**src/area_wait_pkg.sv**
```systemverilog
// Package: register map and field layout for area wait control
package area_wait_pkg;

	// ********************************************************************
	// Register map
	// ********************************************************************
	localparam int          ADDR_W           = 4;
	localparam logic [3:0]  AREA_WAIT_CONFIG_ADDR = 4'h0;
	localparam logic [3:0]  AREA23_TYPE_ADDR      = 4'h4;
	localparam logic [15:0] AREA_WAIT_CONFIG_RESET = 16'hFFFF;
	localparam logic [2:0]  AREA23_TYPE_RESET      = 3'h0;

	// ********************************************************************
	// Field positions
	// ********************************************************************
	localparam int A6_LSB = 13;
	localparam int A5_LSB = 10;
	localparam int A4_LSB = 7;
	localparam int A3_LSB = 5;
	localparam int A2_LSB = 3;
	localparam int A0_LSB = 0;

	// Memory type codes for areas 2 and 3
	localparam logic [2:0] TYPE_BOTH_ORDINARY = 3'h0;
	localparam logic [2:0] TYPE_A3_SDRAM      = 3'h2;
	localparam logic [2:0] TYPE_BOTH_SDRAM    = 3'h3;

endpackage

```
**src/area_wait_state_control.sv**
```systemverilog
// Per-area wait-state configuration register and its decoded settings
`timescale 1ns/10ps

// Overview of operation
// - Sixteen-bit register, all bits read and write
// - Power-on reset loads all ones
// - Manual reset and standby keep contents
// - Area 6 code gives 0..10 first waits
// - Area 5 code gives 0..10 first waits
// - Areas 6,5 ignore wait pin at zero
// - Burst pitch 2..10 states, wait honoured above 000
// - Area 4 waits 0..10, pin ignored at 000
// - Area 3 ordinary: 0..3 waits, pin gating
// - Area 3 SDRAM: field gives CAS latency
// - Area 2 ordinary: 0..3 waits, pin gating
// - Area 0 uses eight-step code, burst too
// - Memory type selects wait or CAS meaning
module area_wait_state_control
	import area_wait_pkg::*;
(
	input  wire logic              clk_i,
	input  wire logic              nrst_i,
	input  wire logic [ADDR_W-1:0] addr_i,
	input  wire logic [15:0]       wdata_i,
	input  wire logic              wr_i,
	input  wire logic              rd_i,
	output logic      [15:0]       rdata_o,
	output logic      [3:0]        area6_first_waits_o,
	output logic      [3:0]        area6_burst_states_o,
	output logic                   area6_wait_pin_en_o,
	output logic      [3:0]        area5_first_waits_o,
	output logic      [3:0]        area5_burst_states_o,
	output logic                   area5_wait_pin_en_o,
	output logic      [3:0]        area4_first_waits_o,
	output logic                   area4_wait_pin_en_o,
	output logic      [1:0]        area3_first_waits_o,
	output logic                   area3_wait_pin_en_o,
	output logic                   area3_sdram_o,
	output logic      [1:0]        area3_cas_latency_o,
	output logic      [1:0]        area2_first_waits_o,
	output logic                   area2_wait_pin_en_o,
	output logic                   area2_sdram_o,
	output logic      [1:0]        area2_cas_latency_o,
	output logic      [3:0]        area0_first_waits_o,
	output logic      [3:0]        area0_burst_states_o,
	output logic                   area0_wait_pin_en_o
);

	// ********************************************************************
	// Registers
	// ********************************************************************
	logic [15:0] area_wait_config_r;
	logic [2:0]  area23_memory_type_r;
	logic [2:0]  area6_wait_code;
	logic [2:0]  area5_wait_code;
	logic [2:0]  area4_wait_code;
	logic [1:0]  area3_wait_code;
	logic [1:0]  area2_wait_code;
	logic [2:0]  area0_wait_code;
	logic        a3_sdram;
	logic        a2_sdram;

	// ********************************************************************
	// Decode functions
	// ********************************************************************
	// First-cycle wait states, eight-step encoding
	function automatic logic [3:0] first_waits(input logic [2:0] code);
		unique case (code)
			3'h0: first_waits = 4'h0;
			3'h1: first_waits = 4'h1;
			3'h2: first_waits = 4'h2;
			3'h3: first_waits = 4'h3;
			3'h4: first_waits = 4'h4;
			3'h5: first_waits = 4'h6;
			3'h6: first_waits = 4'h8;
			3'h7: first_waits = 4'hA;
		endcase
	endfunction

	// Burst beats never run shorter than two states
	function automatic logic [3:0] burst_states(input logic [2:0] code);
		unique case (code)
			3'h0: burst_states = 4'h2;
			3'h1: burst_states = 4'h2;
			3'h2: burst_states = 4'h3;
			3'h3: burst_states = 4'h4;
			3'h4: burst_states = 4'h4;
			3'h5: burst_states = 4'h6;
			3'h6: burst_states = 4'h8;
			3'h7: burst_states = 4'hA;
		endcase
	endfunction

	// CAS latency from a two-bit field; codes 0 and 1 both give one
	function automatic logic [1:0] cas_latency(input logic [1:0] code);
		cas_latency = (code == 2'h0) ? 2'h1 : code;
	endfunction

	// Only the power-on reset reaches this register; manual reset and
	// standby have no port here, so contents survive them by design.
	always_ff @(posedge clk_i or negedge nrst_i) begin
		if (!nrst_i) begin
			area_wait_config_r <= AREA_WAIT_CONFIG_RESET;
		end else if (wr_i && addr_i == AREA_WAIT_CONFIG_ADDR) begin
			area_wait_config_r <= wdata_i;
		end
	end

	always_ff @(posedge clk_i or negedge nrst_i) begin
		if (!nrst_i) begin
			area23_memory_type_r <= AREA23_TYPE_RESET;
		end else if (wr_i && addr_i == AREA23_TYPE_ADDR) begin
			area23_memory_type_r <= wdata_i[2:0];
		end
	end

	always_ff @(posedge clk_i or negedge nrst_i) begin
		if (!nrst_i) begin
			rdata_o <= 16'h0000;
		end else if (rd_i) begin
			unique case (addr_i)
				AREA_WAIT_CONFIG_ADDR: rdata_o <= area_wait_config_r;
				AREA23_TYPE_ADDR: rdata_o <= {13'h0000, area23_memory_type_r};
				default: rdata_o <= 16'h0000;
			endcase
		end else begin
			rdata_o <= 16'h0000;
		end
	end

	// ********************************************************************
	// Field decode
	// ********************************************************************
	assign area6_wait_code = area_wait_config_r[A6_LSB +: 3];
	assign area5_wait_code = area_wait_config_r[A5_LSB +: 3];
	assign area4_wait_code = area_wait_config_r[A4_LSB +: 3];
	assign area3_wait_code = area_wait_config_r[A3_LSB +: 2];
	assign area2_wait_code = area_wait_config_r[A2_LSB +: 2];
	assign area0_wait_code = area_wait_config_r[A0_LSB +: 3];

	// Reserved type codes are treated as ordinary memory
	assign a3_sdram = (area23_memory_type_r == TYPE_A3_SDRAM) ||
		(area23_memory_type_r == TYPE_BOTH_SDRAM);
	assign a2_sdram = (area23_memory_type_r == TYPE_BOTH_SDRAM);

	// Decoded outputs are registered, so they lag a write by one cycle
	always_ff @(posedge clk_i or negedge nrst_i) begin
		if (!nrst_i) begin
			area6_first_waits_o  <= 4'hA;
			area6_burst_states_o <= 4'hA;
			area6_wait_pin_en_o  <= 1'b1;
			area5_first_waits_o  <= 4'hA;
			area5_burst_states_o <= 4'hA;
			area5_wait_pin_en_o  <= 1'b1;
			area0_first_waits_o  <= 4'hA;
			area0_burst_states_o <= 4'hA;
			area0_wait_pin_en_o  <= 1'b1;
		end else begin
			area6_first_waits_o  <= first_waits(area6_wait_code);
			area6_burst_states_o <= burst_states(area6_wait_code);
			area6_wait_pin_en_o  <= (area6_wait_code != 3'h0);
			area5_first_waits_o  <= first_waits(area5_wait_code);
			area5_burst_states_o <= burst_states(area5_wait_code);
			area5_wait_pin_en_o  <= (area5_wait_code != 3'h0);
			area0_first_waits_o  <= first_waits(area0_wait_code);
			area0_burst_states_o <= burst_states(area0_wait_code);
			area0_wait_pin_en_o  <= (area0_wait_code != 3'h0);
		end
	end

	always_ff @(posedge clk_i or negedge nrst_i) begin
		if (!nrst_i) begin
			area4_first_waits_o <= 4'hA;
			area4_wait_pin_en_o <= 1'b1;
		end else begin
			area4_first_waits_o <= first_waits(area4_wait_code);
			area4_wait_pin_en_o <= (area4_wait_code != 3'h0);
		end
	end

	// In SDRAM mode the wait outputs read zero and the pin is not used
	always_ff @(posedge clk_i or negedge nrst_i) begin
		if (!nrst_i) begin
			area3_first_waits_o <= 2'h3;
			area3_wait_pin_en_o <= 1'b1;
			area3_sdram_o       <= 1'b0;
			area3_cas_latency_o <= 2'h0;
			area2_first_waits_o <= 2'h3;
			area2_wait_pin_en_o <= 1'b1;
			area2_sdram_o       <= 1'b0;
			area2_cas_latency_o <= 2'h0;
		end else begin
			area3_sdram_o <= a3_sdram;
			area2_sdram_o <= a2_sdram;
			area3_first_waits_o <= a3_sdram ? 2'h0 : area3_wait_code;
			area3_wait_pin_en_o <= !a3_sdram &&
				(area3_wait_code != 2'h0);
			area3_cas_latency_o <= a3_sdram ?
				cas_latency(area3_wait_code) : 2'h0;
			area2_first_waits_o <= a2_sdram ? 2'h0 : area2_wait_code;
			area2_wait_pin_en_o <= !a2_sdram &&
				(area2_wait_code != 2'h0);
			area2_cas_latency_o <= a2_sdram ?
				cas_latency(area2_wait_code) : 2'h0;
		end
	end
endmodule

```
**config.mk**
```make
export PLATFORM = sky130hd
export DESIGN_NAME = area_wait_state_control
export DESIGN_NICKNAME = d
export VERILOG_FILES = /design/src/area_wait_pkg.sv /design/src/area_wait_state_control.sv
export SDC_FILE = /design/constraint.sdc
export NUM_CORES = 1
export LEC_CHECK = 0
export ABC_AREA = 1
export BUFFER_PORTS_ARGS = -buffer_cell sky130_fd_sc_hd__buf_2
export CAP_MARGIN = 10
export CELL_PAD_IN_SITES_DETAIL_PLACEMENT = 2
export CELL_PAD_IN_SITES_GLOBAL_PLACEMENT = 2
export CORE_AREA = 2 2 102 104
export DETAILED_ROUTE_END_ITERATION = 6
export DIE_AREA = 0 0 104 106
export PLACE_DENSITY = 0.82
export SLEW_MARGIN = 25
export SYNTH_ARGS = -nofsm -noshare
export SYNTH_HDL_FRONTEND = slang
export SYNTH_SLANG_ARGS = --single-unit
```
**constraint.sdc**
```tcl
create_clock -name clk_i -period 1.1 [get_ports clk_i]
set_input_delay 0.055 -clock clk_i [delete_from_list [all_inputs] [get_ports clk_i]]
set_output_delay 0.055 -clock clk_i [all_outputs]
set_load 0.01 [all_outputs]
```
==> metrics.md, run 1 <==
| Metric | Value |
|---|---|
| Min-Delay Path Depth | `3` |
| Gp weighted congestion | `0.738` |
| Initial antenna violation count | `0` |
| Largest cells by area after synthesis | `dfrtp_1 (35%), dfstp_2 (35%), inv_1 (5.3%)` |
| Mean area per synthesized cell | `11.4 um^2` |
| Max frequency | `946 MHz` |
| Worst reg2reg path endpoint | `area6_burst_states_o[2]` |
| Largest stage delay on the critical path | `between 500 and 600 ps` |
| Routed via count | `about 2,100` |
| Worst path cell trace | `buf_6` |
| Share of final-layout standard cells stronger than drive strength 1 | `46.8%` |
| Number of detailed-routing iterations run before antenna repair | `2` |
| Total count of max-transition violations in the final report | `0` |
| Initial standard-cell utilization of the core | `28.1%` |
| Num Clock Sinks | `76` |
| Post-synthesis register bit count | `76` |
| Net count, final | `380` |
| Post-Syn Area | `2810 um^2` |
| Number of nets in the synthesized netlist | `between 200 and 300` |
| Sequential cell area fraction in the yosys report | `just under 70%` |
| Number of antenna-violating nets in the routed design | `0` |
| Number of maximum-capacitance constraint violations | `0` |
| Result of the run | `finished, final reports clean` |
| Count of mapped cells out of synthesis | `246` |
| Remaining DRCs | `0` |
| Crit path kind | `register to output pin` |
| Transition time at the pin with the least slew margin | `348 ps` |
| Netlist cell types | `22` |
| Inserted Clock Buffers | `9` |
| Final-layout fill cell count | `1,096` |
| Sum of net half-perimeters after detailed placement | `between 5000 and 6000 um` |
| Boundary Pins | `84` |
| Worst Setup SP | `area4_wait_pin_en_o` |
| Total power divided by cell area | `1930 nW/um^2` |
| Area overhead of the layout relative to synthesis | `35.4%` |
| Most area-hungry cell type in the Yosys netlist | `dfrtp_1` |
| Max-slew headroom | `76.8%` |
| Clock period minus worst slack | `about 1100 ps` |
| Clock-pin slew reported for the worst setup and hold paths after clock tree synthesis | `80 ps` |
| Worst endpoint data arrival time | `1000 ps` |
| Average via count per standard cell | `4.25` |
| Standard cell core area | `10000 um^2` |
| Period utilization | `96.1%` |
| Count of H-tree levels built during CTS | `3` |
| CP endpoint kind | `output pin` |
| Worst-path fanout max | `1` |
| Average routed wire per standard cell | `~15 um` |
| Vertical extent of the die | `106 um` |
| Synth Warn # | `0` |
| Maximum number of pins on one net before global-route repair | `33` |
| Floorplan die area | `11,000 um^2` |
| Peak VDD IR | `0.553 mV` |
| DRC marker count from the first detailed-route iteration | `40` |
| Util after Layout | `38.1%` |
| Setup TNS | `0 ps` |
| Area share of the largest cell type after synthesis | `about a third` |
| Critical path launch point type | `register` |
| Top Family by Delay on Critical Path | `flip-flops` |
| Depth of the worst register-to-register path | `3` |
| Worst-skew pair later-pin latency | `350 ps` |
| Die width | `104 um` |
| TritonCTS clock tree | `built` |
| Cell with the largest stage delay on the worst path | `dfstp_2` |
| Maximum clock path buffer count | `2` |
| Global-route wire length before repair | `12,300 um` |
| R2r setup slk | `70 ps` |
| Leakage | `1.97 nW` |
| Remaining Overflow, GRT | `0` |
| Row cnt | `37` |
| Root buffer cell | `clkbuf_8` |
| Endpoint required time on the critical path | `1040 ps` |
| Endpoint of the worst hold-timing path | `area23_memory_type_r[2]` |
| Worst Clk Skew | `8.50 ps` |
| Total global-route track usage | `14.6%` |
| Total of endpoints with negative setup slack in the final report | `0` |
| R2r startpoint | `area_wait_config_r[14]` |
| Antenna diode count | `0` |
| CP bufs+invs | `1` |
| Worst min-delay path class | `primary input to register` |
| Vias in the first global route | `2,378` |
| Routed Wire Length | `7320 um` |
| Startpoint of the tightest hold check path | `wr_i` |
| Port Buffer Count | `83` |
| Setup repair after global routing missed its margin | `yes` |
| Final Hold Viols | `0` |
flip-flops by register name, summed over array words and instances (netlist names), 3 cells and up:
signal	cells
area_wait_config_r	16
rdata_o	16
area0_burst_states_o	4
area4_first_waits_o	4
area5_first_waits_o	4
area6_burst_states_o	4
area0_first_waits_o	3
area23_memory_type_r	3
area5_burst_states_o	3
area6_first_waits_o	3
timing repair:
| action | in CTS | in global routing |
|---|---|---|
| hold buffers | 17 | 0 |
| buffers inserted | 0 | 2 |
| setup endpoints to repair | 1 | 11 |
| resized for setup | 1 | 4 |
| pin swaps | 0 | 0 |
| hold endpoints to repair | 70 | 0 |
cells by family (layout without fill, tap and decap cells):
logic type / Yosys count / after routing / share of synthesized area [%]
and+or+nand+nor: 87 / 87 / 14.3
DFF: 76 / 76 / 69.3
buffers and inverters: 52 / 167 / 8.72
AOI/OAI and AO/OA: 31 / 31 / 7.74
final cells by class:
type                            count  area [um^2]  area share [%]
Tap cell                          136          170            4.47
Inverter                           41          154            4.04
Clock buffer                       11          141            3.71
Multi-Input combinational cell    118          623            16.4
Sequential cell                    76         1950            51.1
Timing Repair Buffer              110          719            18.9
Clock inverter                      5         52.6            1.38
power by group:
group	internal, mW	switching [mW]
clock	1.10	1.01
combinational	0.623	0.865
sequential	3.49	0.275
cells in the mapped netlist (all sizes together):
cell and count:
nand2 33, o21bai 1, nor3 17, dfstp 37, a21oi 9, dfrtp 39, nor2 22, buf 9
nand3 11, inv 41, and2 1, o21ai 21, nand4 3, clkbuf 2
metal layers:
metal | vias to the layer above | part of all wire (%) | routed length (um) | GRT usage (%)
met5 | - | 0 | 0 | 0
met4 | 0 | 1.3 | 98 | 4.92
met3 | 7 | 4.7 | 345 | 4.60
met2 | 53 | 55 | 4000 | 26.6
met1 | 1074 | 39 | 2890 | 16.0
li1 | 977 | - | - | -
placed cells by master (no fill, tap or decap):
cell           netlist  routed
a21oi_1              9       9
and2_1               1       1
buf_12               0       3
buf_2                1      79
buf_4                3       8
buf_6                5       3
bufinv_16            0       1
clkbuf_1             2       1
clkbuf_8             0      10
clkinv_2             0       3
clkinvlp_4           0       1
dfrtp_1             39      39
dfstp_2             37      37
dlygate4sd3_1        0      17
inv_1               40      40
inv_2                1       1
nand2_1             32      32
nand2_2              1       1
nand3_1             10      10
nand3_4              1       1
nand4_1              3       3
nor2_1              18      18
nor2_2               3       3
nor2_4               1       1
nor3_1              17      17
o21ai_0              5       4
o21ai_2             16      17
o21bai_1             1       1
worst max-delay path by stage:
stage          slack (ps)  cells past startpoint                       to
3_5_place_dp          -20                      3  area6_burst_states_o[2]
2_1_floorplan          70                      3               rdata_o[2]
4_1_cts                 1                      1      area4_wait_pin_en_o
3_3_place_gp           80                      3  area6_burst_states_o[2]
5_1_grt               -10                      1  area0_burst_states_o[3]
6_report               40                      1      area4_wait_pin_en_o
metrics by stage:
stage               setup WS (ps)  power (mW)  instance area, um^2  instances  hold slack (ps)
floorplan                    74.1        4.52                 2810        246             -241
global placement             80.5        5.10                 3410        462            -19.2
detailed placement          -16.9        5.23                 3410        462            -12.9
CTS                          1.04        7.44                 3770        495             18.3
global route                -14.6        7.85                 3810        497             23.5
finish                       43.3        7.36                 3810        497             37.4
Note: power is estimated with default switching activity, not from simulation.
==> run 2: changes to the inputs <==
==> constraint.sdc (replaced) <==
create_clock -name clk_i -period 1.1 [get_ports clk_i]
set_input_delay 0.11 -clock clk_i [delete_from_list [all_inputs] [get_ports clk_i]]
set_output_delay 0.11 -clock clk_i [all_outputs]
set_load 0.01 [all_outputs]
==> run 2 against run 1 <==
Net effect:
- sequential power is 1% higher
- first-iteration DRC count grew 13%
- non-clock buffer count shrank 8
- largest power group unchanged
- critical endpoint is now area0_burst_states_o[3]
- combinational power is 8% higher
- the flow now finishes with violations (setup timing)
- setup slack got worse by 45 ps
- clock skew up 0.57 ps
- flip-flop and latch count did not move
==> metrics.md, run 2 (synthesis gave the netlist of run 1 again) <==
| Metric | Value |
|---|---|
| Worst endpoint data arrival time | `990 ps (was 1000 ps)` |
| Row cnt | `37 (unchanged)` |
| Worst-path fanout max | `2 (was 1)` |
| Pre-CTS setup slack | `-21.2 ps (was -16.9 ps)` |
| Worst min-delay path class | `primary input to register (unchanged)` |
| Number of detailed-routing iterations run before antenna repair | `4 (was 2)` |
| Total power divided by cell area | `1980 nW/um^2 (was 1930 nW/um^2)` |
| Finished layout cell area | `3850 um^2 (was 3810 um^2)` |
| Average via count per standard cell | `4.21 (was 4.25)` |
| Remaining Overflow, GRT | `0 (unchanged)` |
| Average routed wire per standard cell | `14.6 um (was 14.7 um)` |
| Commonest non-fill, non-tap cell in the layout | `buf_2 (unchanged)` |
| DRC marker count from the first detailed-route iteration | `45 (was 40)` |
| Total global-route track usage | `14.0% (was 14.6%)` |
| Number of antenna-violating nets in the routed design | `0 (unchanged)` |
| Share of final-layout standard cells stronger than drive strength 1 | `46.7% (was 46.8%)` |
| Sum of net half-perimeters after detailed placement | `4960 um (was 5300 um)` |
| Violated checks | `setup timing` |
| Cell with the largest stage delay on the worst path | `dfstp_2 (unchanged)` |
| Worst Setup SP | `area0_burst_states_o[3] (was area4_wait_pin_en_o)` |
| Overall power | `7.63 mW (was 7.36 mW)` |
| Setup repair after global routing missed its margin | `yes (unchanged)` |
| Max-slew headroom | `73.5% (was 76.8%)` |
| Largest registers | `area_wait_config_r (16), rdata_o (16) (unchanged)` |
| Total count of max-transition violations in the final report | `0 (unchanged)` |
| Area overhead of the layout relative to synthesis | `36.9% (was 35.4%)` |
| Leakage | `1.95 nW (was 1.97 nW)` |
| Post-layout instance count excluding filler cells | `489 (was 497)` |
| Vertical extent of the die | `106 um (unchanged)` |
| Endpoint required time on the critical path | `990 ps (was 1040 ps)` |
| Routed via count | `2,060 (was 2,111)` |
| Root buffer cell | `clkbuf_8 (unchanged)` |
| Antenna diode count | `0 (unchanged)` |
| Number of maximum-capacitance constraint violations | `0 (unchanged)` |
| Top Family by Delay on Critical Path | `flip-flops (unchanged)` |
| Final Hold Viols | `0 (unchanged)` |
| Peak VDD IR | `0.696 mV (was 0.553 mV)` |
| Routed Wire Length | `7130 um (was 7320 um)` |
| Post-place instance area | `3370 um^2 (was 3410 um^2)` |
| Result of the run | `complete, but fails checks (was finished, final reports clean)` |
| Maximum number of pins on one net before global-route repair | `77 (was 33)` |
| Worst-skew pair later-pin latency | `340 ps (was 350 ps)` |
| Vias in the first global route | `2,343 (was 2,378)` |
| Count of H-tree levels built during CTS | `3 (unchanged)` |
| Critical path launch point type | `register (unchanged)` |
| Highest-count cells in the layout ignoring fill and taps | `buf_2 (62), inv_1 (40), dfrtp_1 (39) (was buf_2 (79), inv_1 (40), dfrtp_1 (39))` |
| Standard cell core area | `10000 um^2 (unchanged)` |
| Clock-pin slew reported for the worst setup and hold paths after clock tree synthesis | `80 ps (about the same)` |
| Crit path kind | `register to output pin (unchanged)` |
| Global-route wire length before repair | `12,000 um (was 12,300 um)` |
| Number of setup buffers added after CTS | `0 (unchanged)` |
| Remaining DRCs | `0 (unchanged)` |
| Util after Layout | `38.5% (was 38.1%)` |
| CP endpoint kind | `output pin (unchanged)` |
| Worst path cell trace | `buf_2 (was buf_6)` |
| Gp weighted congestion | `0.771 (was 0.738)` |
| Startpoint of the tightest hold check path | `wdata_i[15] (was wr_i)` |
| Floorplan die area | `11,000 um^2 (unchanged)` |
| CP bufs+invs | `1 (unchanged)` |
| Final-layout fill cell count | `1,082 (was 1,096)` |
| Num Clock Sinks | `76 (unchanged)` |
| Number of instances in the placed design | `459 (was 462)` |
| Final WS setup | `-2.21 ps (was 43.3 ps)` |
| Port Buffer Count | `83 (unchanged)` |
| Clock period minus worst slack | `1100 ps (was 1060 ps)` |
| Max frequency | `907 MHz (was 946 MHz)` |
| Initial antenna violation count | `0 (unchanged)` |
| Initial standard-cell utilization of the core | `28.1% (unchanged)` |
| Die width | `104 um (unchanged)` |
| Largest stage delay on the critical path | `540 ps (was 550 ps)` |
| R2r startpoint | `area_wait_config_r[14] (unchanged)` |
| Transition time at the pin with the least slew margin | `398 ps (was 348 ps)` |
| TritonCTS clock tree | `built (unchanged)` |
| Boundary Pins | `84 (unchanged)` |
| Maximum clock path buffer count | `2 (unchanged)` |
| Period utilization | `100% (was 96.1%)` |
| Inserted Clock Buffers | `9 (unchanged)` |
| Worst Clk Skew | `9.07 ps (was 8.50 ps)` |
| Total of endpoints with negative setup slack in the final report | `4 (was 0)` |
| Net count, final | `372 (was 380)` |
[run 2: cell count changes in the layout (fill, tap and decap cells not counted)]
cell | before | now
clkbuf_1 | 1 | 0
buf_2 | 79 | 62
buf_4 | 8 | 4
buf_6 | 3 | 20
clkbuf_8 | 10 | 11
inv_6 | 0 | 1
dlygate4sd3_1 | 17 | 14
clkinvlp_4 | 1 | 2
buf_12 | 3 | 2
clkinv_2 | 3 | 1
[run 2: power by group]
part	leakage [nW]	switching [mW]	internal, mW
clock	0.102	1.04	1.18
combinational	0.940	0.850	0.759
sequential	0.913	0.314	3.50
[run 2: final timing paths]
path	endpoint	slack (ps)	cells past startpoint
worst max-delay path	area0_burst_states_o[3]	-2	1
worst min-delay path	area_wait_config_r[15]	20	3
worst max register to register	area6_burst_states_o[2]	90	3
worst min register to register	area4_first_waits_o[3]	480	2
max in group asynchronous	area_wait_config_r[3]	420	3
min in group asynchronous	area6_burst_states_o[2]	340	3
[run 2: through the flow]
step           hold WS (ps)  setup TNS [ps]
3_3_place_gp            154               0
3_5_place_dp            165           -52.3
4_1_cts                3.46            -225
5_1_grt                8.35            -699
6_report               18.8           -5.34
2_1_floorplan          -186               0
[run 2: repair_timing]
item / CTS / global route
gates resized for setup: 18 / 4
endpoints found under the setup margin: 24 / 25
endpoints found under the hold margin: 52 / 0
hold buffers: 14 / 0
gates cloned: 0 / 0
pin swaps: 0 / 0
[run 2: layout make-up]
type	instances	area, um^2	area share [%]
sequential	76	1950	50.6
timing repair buffer	102	746	19.4
multi-input combinational	118	623	16.2
tap	136	170	4.42
inverter	41	154	4.00
clock buffer	11	151	3.93
clock inverter	5	58.8	1.53
[run 2: layer usage]
metal | part of all wire, % | GRT usage (%)
met1 | 38 | 14.9
met2 | 57 | 26.6
met3 | 4.0 | 3.80
met4 | 1.2 | 4.34
met5 | 0 | 0
